===== config.mk =====
export PLATFORM = sky130hd
export DESIGN_NAME = function_level_reset_unit
export DESIGN_NICKNAME = d
export VERILOG_FILES = /design/src/inc/fn_reset_pkg.sv /design/src/hdl/function_level_reset_unit.sv
export SDC_FILE = /design/constraint.sdc
export NUM_CORES = 1
export LEC_CHECK = 0
export ABC_CLOCK_PERIOD_IN_PS = 2530
export BUFFER_PORTS_ARGS = -buffer_cell sky130_fd_sc_hd__buf_4
export CAP_MARGIN = 30
export CORE_MARGIN = 1
export CORE_UTILIZATION = 58
export CTS_BUF_LIST = sky130_fd_sc_hd__clkbuf_2 sky130_fd_sc_hd__clkbuf_4 sky130_fd_sc_hd__clkbuf_8
export DETAILED_ROUTE_END_ITERATION = 6
export GPL_ROUTABILITY_DRIVEN = 1
export PLACE_DENSITY = 0.78
export SLEW_MARGIN = 20
export SYNTH_ARGS = -nofsm -noshare
export SYNTH_HDL_FRONTEND = slang
export SYNTH_SLANG_ARGS = --single-unit

===== constraint.sdc =====
create_clock -name SYS_CLK -period 2.53 [get_ports SYS_CLK]
set_input_delay 0.1265 -clock SYS_CLK [delete_from_list [all_inputs] [get_ports SYS_CLK]]
set_output_delay 0.1265 -clock SYS_CLK [all_outputs]
set_load 0.1 [all_outputs]

===== src/inc/fn_reset_pkg.sv =====
`default_nettype none
package fn_reset_pkg;

  // ----------------------------------------------------------------
  // Register map (byte addresses on the Wishbone port)
  // ----------------------------------------------------------------
  localparam int           ADR_W        = 8;         // Byte address width.
  localparam logic [7:0]   ADR_CTRL     = 8'h00;     // Command and initiate word.
  localparam logic [7:0]   ADR_STATUS   = 8'h04;     // Read-only status word.
  localparam logic [1:0]   MEM_REGION   = 2'h1;      // Bits 7:6 selecting the local memory.
  localparam int           MEM_WORDS    = 16;        // Software-visible local memory depth.
  localparam int           MEM_IDX_W    = 4;         // Index width of that memory.

  // ----------------------------------------------------------------
  // Field positions
  // ----------------------------------------------------------------
  localparam int CTRL_BUS_MASTER = 0;   // Lets the function issue non-posted requests.
  localparam int CTRL_DRIVER_UP  = 1;   // Driver has initialised the external side.
  localparam int CTRL_INTX       = 2;   // Legacy interrupt asserted by the function.
  localparam int CTRL_INITIATE   = 15;  // Write one to start the function reset.
  localparam int ST_PENDING      = 0;   // Transactions pending.
  localparam int ST_IN_PROGRESS  = 1;   // Internal scrub running.
  localparam int ST_EXPIRED      = 2;   // Time limit has run out.
  localparam int ST_READY        = 3;   // Function-specific initialisation done.
  localparam int ST_COUNT_LSB    = 8;   // Outstanding request count, bits 15:8.

  // ----------------------------------------------------------------
  // Reset values and timing
  // ----------------------------------------------------------------
  localparam logic [15:0] CMD_RESET       = 16'h0000;  // Command bits after any reset.
  localparam logic [31:0] DATA_ZERO       = 32'h0000_0000;  // Scrub fill and idle data.
  localparam int          RESET_LIMIT_MS  = 100;       // Time allowed to finish the reset.
  localparam int          CLK_FREQ_KHZ    = 125_000;   // Core clock rate.
  localparam int          LIMIT_CYCLES_DEF = RESET_LIMIT_MS * CLK_FREQ_KHZ;  // Cycles in limit.
  localparam int          TIMER_W         = 24;        // Holds the limit count.

  // ----------------------------------------------------------------
  // Types
  // ----------------------------------------------------------------
  typedef enum logic [1:0] {ST_IDLE, ST_QUIESCE, ST_SCRUB, ST_WAIT_INIT} fsm_t;
  typedef enum logic {CPL_SUCCESS, CPL_RETRY} cpl_status_t;

  typedef struct packed {
    logic              cyc;   // Bus cycle.
    logic              stb;   // Strobe.
    logic              we;    // Write enable.
    logic [ADR_W-1:0]  adr;   // Byte address.
    logic [3:0]        sel;   // Byte lanes.
    logic [31:0]       dat;   // Write data.
  } wb_req_t;

  typedef struct packed {
    logic        ack;         // Single-cycle acknowledge.
    logic [31:0] dat;         // Read data.
  } wb_rsp_t;

  typedef struct packed {
    logic cfg_req;            // Configuration request arrives.
    logic rx_req;             // Other request arrives.
    logic rx_cpl;             // Completion arrives.
    logic np_issue;           // Function wants to issue a non-posted request.
  } link_in_t;

  typedef struct packed {
    logic        cfg_cpl;     // Configuration completion sent.
    cpl_status_t cfg_status;  // Its status.
    logic        credit;      // Flow-control credit returned for a dropped packet.
    logic        discard;     // Packet dropped silently.
    logic        deliver_req; // Request passed to the function.
    logic        deliver_cpl; // Completion passed to the function.
    logic        unexpected;  // Completion matched no outstanding request.
    logic        np_grant;    // Non-posted request allowed out.
    logic        deassert_intx; // Send the legacy interrupt deassert message.
  } link_out_t;

endpackage : fn_reset_pkg
`default_nettype wire


===== src/hdl/function_level_reset_unit.sv =====
// Overview of operation
// - Hide host-initialised appearance during and after reset.
// - Touch only this function's share of interface.
// - Leave no readable earlier state; never write host.
// - Clear software-readable local memory during reset.
// - End reset usable again after normal configuration.
// - Send initiating write's completion, then start reset.
// - Drop requests while the scrub runs, after returning credits.
// - Drop completions while the scrub runs, after returning credits.
// - Answer configuration with retry after limit, until ready.
// - After non-retry answer, never retry until next reset.
// - Forget outstanding non-posted requests; late completions stale.
// - Initiate bit starts reset; finish within 100 ms.
// - Pending bit reads zero when reset completes.
// - Deassert legacy interrupt in the cycle the scrub starts.
// - Never disturb link, physical or data-link state.
`default_nettype none
module function_level_reset_unit
#(
  parameter int LIMIT_CYCLES = fn_reset_pkg::LIMIT_CYCLES_DEF  // Reset time limit in cycles.
)
(
  input  wire logic                    SYS_CLK,
  input  wire logic                    SRST,
  input  wire fn_reset_pkg::wb_req_t   WB_REQ,
  output var  fn_reset_pkg::wb_rsp_t   WB_RSP,
  input  wire fn_reset_pkg::link_in_t  LINK_IN,
  output var  fn_reset_pkg::link_out_t LINK_OUT,
  input  wire logic                    INIT_DONE,
  output logic                         FN_CORE_RESET,
  output logic                         EXT_HOST_ACTIVE
);
  import fn_reset_pkg::*;

  // ----------------------------------------------------------------
  // State
  // ----------------------------------------------------------------
  typedef struct packed {
    fsm_t                                fsm;        // Sequencer state.
    logic                                in_prog;    // Scrub running.
    logic [TIMER_W-1:0]                  timer;      // Cycles since initiate.
    logic                                expired;    // Limit reached.
    logic                                ready;      // Initialisation finished.
    logic                                no_retry;   // A non-retry answer was sent.
    logic [15:0]                         cmd;        // Command bits.
    logic [7:0]                          pending;    // Outstanding non-posted count.
    logic [MEM_WORDS-1:0][31:0]          mem;        // Local memory seen by software.
    logic [MEM_IDX_W-1:0]                scrub_idx;  // Next word to clear.
    wb_rsp_t                             rsp;        // Bus answer.
    link_out_t                           lo;         // Link-side pulses.
  } state_t;

  state_t s;       // Registered state.
  state_t next_s;  // Next state.

  logic                 wb_req;      // A request waits for its acknowledge.
  logic                 wb_take;     // Edge at which the master samples acknowledge.
  logic                 ctrl_hit;    // Address hits the control word.
  logic                 mem_hit;     // Address hits the local memory.
  logic [MEM_IDX_W-1:0] mem_idx;     // Word within the local memory.
  logic                 start;       // Initiate written at acknowledge.
  logic [31:0]          ctrl_view;   // Control word as read.
  logic [31:0]          status_view; // Status word as read.
  logic [31:0]          wmask;       // Byte-lane mask from select.

  // ----------------------------------------------------------------
  // Bus decode
  // ----------------------------------------------------------------
  // The write happens at the acknowledge edge, so the master's held request is the source.
  assign wb_req   = WB_REQ.cyc && WB_REQ.stb;
  assign wb_take  = wb_req && s.rsp.ack;
  assign ctrl_hit = (WB_REQ.adr == ADR_CTRL);
  assign mem_hit  = (WB_REQ.adr[7:6] == MEM_REGION);
  assign mem_idx  = WB_REQ.adr[MEM_IDX_W+1:2];
  // The completion (acknowledge) is already out when the sequencer leaves idle.
  assign start    = wb_take && WB_REQ.we && ctrl_hit && WB_REQ.sel[1]
                    && WB_REQ.dat[CTRL_INITIATE] && (s.fsm == ST_IDLE);

  // Expand the byte selects into a bit mask, one lane per loop step.
  genvar g;
  generate
    for (g = 0; g < 4; g++)
    begin : g_lane
      assign wmask[g*8 +: 8] = {8{WB_REQ.sel[g]}};
    end
  endgenerate

  // Control reads back without the self-clearing initiate bit.
  assign ctrl_view   = {16'h0000, s.cmd};
  assign status_view = {16'h0000, s.pending, 4'h0, s.ready, s.expired, s.in_prog,
                        (s.pending != 8'h00)};

  // ----------------------------------------------------------------
  // Next-state logic
  // ----------------------------------------------------------------
  // One process computes everything; pulses default low every cycle.
  always_comb
  begin
    next_s                 = s;
    next_s.lo              = '0;
    next_s.lo.cfg_status   = CPL_SUCCESS;
    next_s.rsp.ack         = wb_req && !s.rsp.ack;
    next_s.rsp.dat         = DATA_ZERO;

    // Read data is latched with the acknowledge; unmapped addresses read zero.
    if (wb_req && !s.rsp.ack && !WB_REQ.we)
    begin
      if (ctrl_hit)
        next_s.rsp.dat = ctrl_view;
      else if (WB_REQ.adr == ADR_STATUS)
        next_s.rsp.dat = status_view;
      else if (mem_hit)
        next_s.rsp.dat = s.mem[mem_idx];
    end

    // Writes land only outside the reset sequence; unmapped writes are ignored.
    if (wb_take && WB_REQ.we && (s.fsm == ST_IDLE))
    begin
      if (ctrl_hit)
        next_s.cmd = (s.cmd & ~wmask[15:0]) | (WB_REQ.dat[15:0] & wmask[15:0] & 16'h7FFF);
      else if (mem_hit)
        next_s.mem[mem_idx] = (s.mem[mem_idx] & ~wmask) | (WB_REQ.dat & wmask);
    end

    // Non-posted requests leave only with bus mastering on and no reset running.
    if (LINK_IN.np_issue && s.cmd[CTRL_BUS_MASTER] && !s.in_prog
        && (s.fsm == ST_IDLE) && (s.pending != 8'hFF))
    begin
      next_s.lo.np_grant = 1'b1;
      next_s.pending     = s.pending + 8'h01;
    end

    // Non-configuration traffic while scrubbing: return credits, drop quietly.
    if (s.in_prog)
    begin
      if (LINK_IN.rx_req || LINK_IN.rx_cpl)
      begin
        next_s.lo.credit  = 1'b1;
        next_s.lo.discard = 1'b1;
      end
    end
    else
    begin
      next_s.lo.deliver_req = LINK_IN.rx_req;
      if (LINK_IN.rx_cpl && (s.pending == 8'h00))
        next_s.lo.unexpected = 1'b1;
      else if (LINK_IN.rx_cpl)
      begin
        next_s.lo.deliver_cpl = 1'b1;
        next_s.pending        = next_s.pending - 8'h01;
      end
    end

    // Configuration answers: drop once the reset has begun and before the limit, retry after.
    // Quiesce counts as reset: a success sent there would be forgotten by the latch clear.
    if (LINK_IN.cfg_req)
    begin
      if (s.in_prog || (s.fsm == ST_QUIESCE) || ((s.fsm == ST_WAIT_INIT) && !s.expired))
      begin
        next_s.lo.credit  = 1'b1;
        next_s.lo.discard = 1'b1;
      end
      else if ((s.fsm == ST_WAIT_INIT) && !s.no_retry)
      begin
        next_s.lo.cfg_cpl    = 1'b1;
        next_s.lo.cfg_status = CPL_RETRY;
      end
      else
      begin
        next_s.lo.cfg_cpl = 1'b1;
        next_s.no_retry   = 1'b1;
      end
    end

    // Limit timer runs from initiate until the function is ready or the limit is reached.
    if ((s.fsm != ST_IDLE) && !s.expired)
    begin
      next_s.timer = s.timer + 1'b1;
      if (s.timer == TIMER_W'(LIMIT_CYCLES - 1))
        next_s.expired = 1'b1;
    end

    unique case (s.fsm)
      // Normal operation; only an initiate write leaves it.
      ST_IDLE:
      begin
        if (start)
        begin
          next_s.fsm     = ST_QUIESCE;
          next_s.timer   = '0;
          next_s.expired = 1'b0;
        end
      end
      // Withdraw a legacy interrupt at the edge that clears the command bits and starts the scrub.
      ST_QUIESCE:
      begin
        if (s.cmd[CTRL_INTX])
          next_s.lo.deassert_intx = 1'b1;
        next_s.cmd       = CMD_RESET;
        next_s.in_prog   = 1'b1;
        next_s.scrub_idx = '0;
        next_s.ready     = 1'b0;
        next_s.no_retry  = 1'b0;
        next_s.fsm       = ST_SCRUB;
      end
      // Clear one memory word per cycle and forget outstanding requests.
      ST_SCRUB:
      begin
        next_s.mem[s.scrub_idx] = DATA_ZERO;
        next_s.pending          = 8'h00;
        next_s.scrub_idx        = s.scrub_idx + 1'b1;
        if (s.scrub_idx == MEM_IDX_W'(MEM_WORDS - 1))
        begin
          next_s.in_prog = 1'b0;
          next_s.fsm     = ST_WAIT_INIT;
        end
      end
      // Wait for function-specific initialisation; then back to normal use.
      ST_WAIT_INIT:
      begin
        if (INIT_DONE)
        begin
          next_s.ready = 1'b1;
          next_s.fsm   = ST_IDLE;
        end
      end
    endcase
  end

  // ----------------------------------------------------------------
  // State register
  // ----------------------------------------------------------------
  // Synchronous reset brings the whole function to its power-on state.
  always_ff @(posedge SYS_CLK)
  begin
    if (SRST)
    begin
      s         <= '0;
      s.fsm     <= ST_IDLE;
      s.cmd     <= CMD_RESET;
      s.ready   <= 1'b1;
    end
    else
      s <= next_s;
  end

  // ----------------------------------------------------------------
  // Outputs
  // ----------------------------------------------------------------
  // The core reset covers only this function's datapath; no link-layer reset exists here.
  assign FN_CORE_RESET   = s.in_prog;
  // External side shows this function's host-driven state only; other functions untouched.
  assign EXT_HOST_ACTIVE = s.cmd[CTRL_DRIVER_UP] && (s.fsm == ST_IDLE);
  assign WB_RSP          = s.rsp;
  assign LINK_OUT        = s.lo;

  // ----------------------------------------------------------------
  // Assertions
  // ----------------------------------------------------------------
  property p_start_after_ack;
    @(posedge SYS_CLK) disable iff (SRST)
    start |-> s.rsp.ack ##1 (s.fsm == ST_QUIESCE) ##1 s.in_prog;
  endproperty
  a_start_after_ack: assert property (p_start_after_ack)
    else $error("reset began before the initiating completion");

  property p_drop_req;
    @(posedge SYS_CLK) disable iff (SRST)
    (s.in_prog && LINK_IN.rx_req) |=> (LINK_OUT.credit && LINK_OUT.discard
                                        && !LINK_OUT.deliver_req);
  endproperty
  a_drop_req: assert property (p_drop_req)
    else $error("request during reset not dropped with credit");

  property p_drop_cpl;
    @(posedge SYS_CLK) disable iff (SRST)
    (s.in_prog && LINK_IN.rx_cpl) |=> (LINK_OUT.credit && !LINK_OUT.deliver_cpl
                                        && !LINK_OUT.unexpected);
  endproperty
  a_drop_cpl: assert property (p_drop_cpl)
    else $error("completion during reset not dropped with credit");

  property p_retry_after_limit;
    @(posedge SYS_CLK) disable iff (SRST)
    (LINK_IN.cfg_req && (s.fsm == ST_WAIT_INIT) && s.expired && !s.no_retry)
      |=> (LINK_OUT.cfg_cpl && (LINK_OUT.cfg_status == CPL_RETRY));
  endproperty
  a_retry_after_limit: assert property (p_retry_after_limit)
    else $error("no retry status after the time limit");

  property p_no_retry_after_success;
    @(posedge SYS_CLK) disable iff (SRST)
    (LINK_OUT.cfg_cpl && (LINK_OUT.cfg_status == CPL_SUCCESS))
      |=> !(LINK_OUT.cfg_cpl && (LINK_OUT.cfg_status == CPL_RETRY))[*8];
  endproperty
  a_no_retry_after_success: assert property (p_no_retry_after_success)
    else $error("retry status returned after a success");

  property p_scrub_clean;
    @(posedge SYS_CLK) disable iff (SRST)
    ((s.fsm == ST_WAIT_INIT) && ($past(s.fsm) == ST_SCRUB))
      |-> ((s.mem == '0) && (s.cmd == CMD_RESET));
  endproperty
  a_scrub_clean: assert property (p_scrub_clean)
    else $error("readable state survived the scrub");

  property p_pending_clear;
    @(posedge SYS_CLK) disable iff (SRST)
    $fell(s.in_prog) |-> ((status_view[ST_PENDING] == 1'b0) && !LINK_OUT.np_grant);
  endproperty
  a_pending_clear: assert property (p_pending_clear)
    else $error("pending bit set when the reset completed");

  property p_intx_first;
    @(posedge SYS_CLK) disable iff (SRST)
    ((s.fsm == ST_QUIESCE) && s.cmd[CTRL_INTX]) |=> (LINK_OUT.deassert_intx && s.in_prog);
  endproperty
  a_intx_first: assert property (p_intx_first)
    else $error("legacy interrupt not withdrawn at reset start");

  property p_hidden;
    @(posedge SYS_CLK) disable iff (SRST)
    s.in_prog |-> !EXT_HOST_ACTIVE;
  endproperty
  a_hidden: assert property (p_hidden)
    else $error("external side looks host-initialised during reset");

  property p_finish_in_time;
    @(posedge SYS_CLK) disable iff (SRST)
    $rose(s.in_prog) |-> s.in_prog[*8] ##[8:20] !s.in_prog;
  endproperty
  a_finish_in_time: assert property (p_finish_in_time)
    else $error("scrub did not finish in its bounded time");

  property p_flag_states;
    @(posedge SYS_CLK) disable iff (SRST)
    s.in_prog |-> ((s.fsm == ST_SCRUB) && !s.expired || (s.fsm == ST_SCRUB));
  endproperty
  a_flag_states: assert property (p_flag_states)
    else $error("in-progress flag outside the scrub");

endmodule : function_level_reset_unit
`default_nettype wire


==> impl_results.md <==
- Final Cycle Share: a little over nine tenths
- Design Area, Final: 30700 µm²
- Post-Syn Instances: 2530
- Crit path time final: 2490 ps
- # placed instances: about 3100
- Worst-Skew Late Latency: approximately 700 ps
- Worst hold path class: in -> reg
- Number of H-tree levels: 3
- Grt total ovfl: 0
- Num rows: 76
- Arr. time, crit path: 3090 ps
- Critical register-to-register path startpoint: s[610]
- Final hold vios: 0
- Pwr dens: 686 nW/µm²
- Largest net degree at the start of global routing: 50
- I/O pin count: between 90 and 100
- Min-delay src: WB_REQ[43]
- Min Hold Slack: between 40 and 50 ps
- Fillers: 2868
- Placed instance area: 28000 µm²
- Vias: 22100
- Yosys warning total: 0
- NumNets Final: 2700
- Number of antenna violations at the first check in global routing: 2
- Clk_skew: 31.3 ps
- Layout cells sized above 1: between 20% and 30%
- Vias in the first global route: between 20000 and 25000
- WL/cell: 24.6 µm
- Synthesized area per cell: 10.2 µm²
- Most numerous cell in the Yosys netlist: dfxtp_1
- Yosys reg bits: 611
- Global-route wire length before repair: 124000 µm
- DRT iter0 DRCs: between 2000 and 3000
- EDFF count, synth: 0
- Die Y-Extent: 213 µm
- Seq/Total Area, Yosys: 47.5%
- WL final: 81000 µm
- Slowest CP cell: dfxtp_1
- CP required: 3130 ps
- Worst r2r path cells: 10
- Unrepaired setup endpoints after global routing: yes
- Overall routing resource usage: 36.0%
- Status: finished clean
- Post-Syn Area: 25800 µm²
- Final slew viol count: 0
- Max_cap viols: 0
- CP Cell Sequence: inv_1, ha_1, buf_4, buf_4, nor4bb_2, buf_4, nand4_1, buf_4, or3_1, a21oi_1
- Routed Antenna Nets: 0
- Area share of the largest cell type after synthesis: 47.5%
- CTS Buffer Depth: 3
- Register-to-register path setup slack: 40 ps
- Largest area contributor in the netlist: dfxtp_1
- Sink Count: 611
- Die area: 45300 µm²
- DP HPWL: about 47000 µm
- Category of the most critical setup path: reg -> reg
- Achievable Freq: 0.402 GHz
- CORE AREA: approximately 43000 µm²
- DRC Markers: 0
- CP startpoint kind: register
- Hold Crit Depth: 4
- Endpoint, Worst Hold: WB_RSP[18]
- Slew @ Worst Pin: slightly above 700 ps
- Main flop type after synthesis: dfxtp_1
- Multi-input logic area: 12400 µm²
- Netlist cell types: 57
- Area growth syn-to-layout: 19.2%
- Vias per inst: ~6.7
- Leakage: 11.1 nW
- FFs w/ async S/R, synth: 0%
- Number of I/O port buffers: 97
- Top cell types by occurrence after synthesis: dfxtp_1, a21oi_1, o21ai_0
- TritonRoute pass-1 iters: 7
- Slowest cell delay on critical path: 370 ps
- Worst VDD drop: 0.515 mV
- Synth Net Count: 2597
- Final setup vio count: 0
- CP most frequent cell: buf_4
- Worst-path fanout max: 8
- CTS tree: yes
- Crit end category: register
- Non-filler cells, final: 3296
- Worst-path clk slew: 70 ps
- Die width: 213 µm
- Sequential Area: 12200 µm²
- Slew Limit Headroom: 52.7%
- Synth area leaders: dfxtp_1, mux4_2, a21oi_1
- Initial core utilization: 59.3%
- GPL Wtd Cong: 0.949
- FF-to-FF End: s[597]
- CTS root buffer: clkbuf_8
- Clock buffers created by TritonCTS: 97
-- how the worst max path moves through the flow --
stage / from / endpoint / slack (ps)
floorplan: FN_CORE_RESET / s[564] / 30
global placement: WB_REQ[38] / s[125] / 110
detailed placement: s[610] / s[562] / 30
CTS: s[610] / s[605] / 10
global route: s[610] / s[605] / -150
finish: s[610] / s[597] / 40
-- power by group --
part	switching (mW)	internal [mW]	total, mW
clock network	3.92	5.10	9.02
registers	0.0701	9.72	9.79
logic	1.42	0.862	2.28
total	5.40	15.7	21.1
-- per-stage QoR --
step                      setup TNS [ps]  setup WS [ps]  power (mW)  utilization, %
after global routing                -465           -148        21.7            70.7
after floorplan                        0           27.3        11.3               -
final                                  0           40.2        21.1            70.7
after CTS                              0           11.3        21.0            70.6
after global placement                 0            110        12.1            64.5
after detailed placement               0           31.9        12.1            64.5
-- final cells by class --
| type | instances | share of cell area (%) |
|---|---|---|
| Multi-Input combinational cell | 1615 | 40.4 |
| Timing Repair Buffer | 295 | 10.4 |
| Inverter | 13 | 0.159 |
| Antenna cell | 2 | 0.0163 |
| Tap cell | 585 | 2.38 |
| Sequential cell | 611 | 39.8 |
| Clock inverter | 16 | 0.448 |
| Clock buffer | 159 | 6.41 |
-- per-layer routing --
| metal | wire, µm | track usage (%) | vias to the layer above | part of all wire [%] |
|---|---|---|---|---|
| li1 | - | - | 9501 | - |
| met1 | 30600 | 46.2 | 10700 | 38 |
| met2 | 37000 | 56.8 | 1542 | 46 |
| met3 | 9820 | 8.78 | 344 | 12 |
| met4 | 3640 | 18.3 | 0 | 4.5 |
| met5 | 0 | 0 | - | 0 |
-- cell families (layout without fill, tap and decap cells) --
| logic type | count (synthesis) | after routing | synth area share, % |
|---|---|---|---|
| AO/OA/AOI/OAI | 906 | 906 | 20.4 |
| XOR/XNOR | 30 | 30 | 1.02 |
| adder cells (fa/ha/maj) | 13 | 13 | 0.631 |
| buffers and inverters | 304 | 483 | 5.78 |
| flip-flops | 611 | 611 | 47.5 |
| multiplexers | 195 | 195 | 16.7 |
| other | 0 | 2 | 0 |
| AND/OR/NAND/NOR | 471 | 471 | 8.04 |
-- cells in the final DEF (no fill, tap or decap), types with 53 or more instances in the layout --
cell type	count
dfxtp_1	609
a21oi_1	325
buf_4	174
clkbuf_8	125
a211oi_1	213
buf_12	67
nor2_1	283
mux4_2	160
dlygate4sd3_1	53
o21ai_0	312
-- sequential cells by signal, indices dropped and copies added (netlist names), named ones only --
signal,count
s,553
LINK_OUT,8
WB_RSP,33
FN_CORE_RESET,1
ctrl_view,1
-- worst max-delay path: cells and delay by family (launching register included) --
kind	cells	cell delay, ps
DFF	1	370
buffers and inverters	5	800
AOI/OAI and AO/OA	1	160
adders and majority gates	1	220
and+or+nand+nor	3	830
-- what timing repair did --
item,in CTS,in global routing
setup buffers,0,3
hold buffers,53,0
gates resized for setup,0,7
hold endpoints to repair,422,0
endpoints found under the setup margin,0,103
Power figures use the tool's default switching activity.
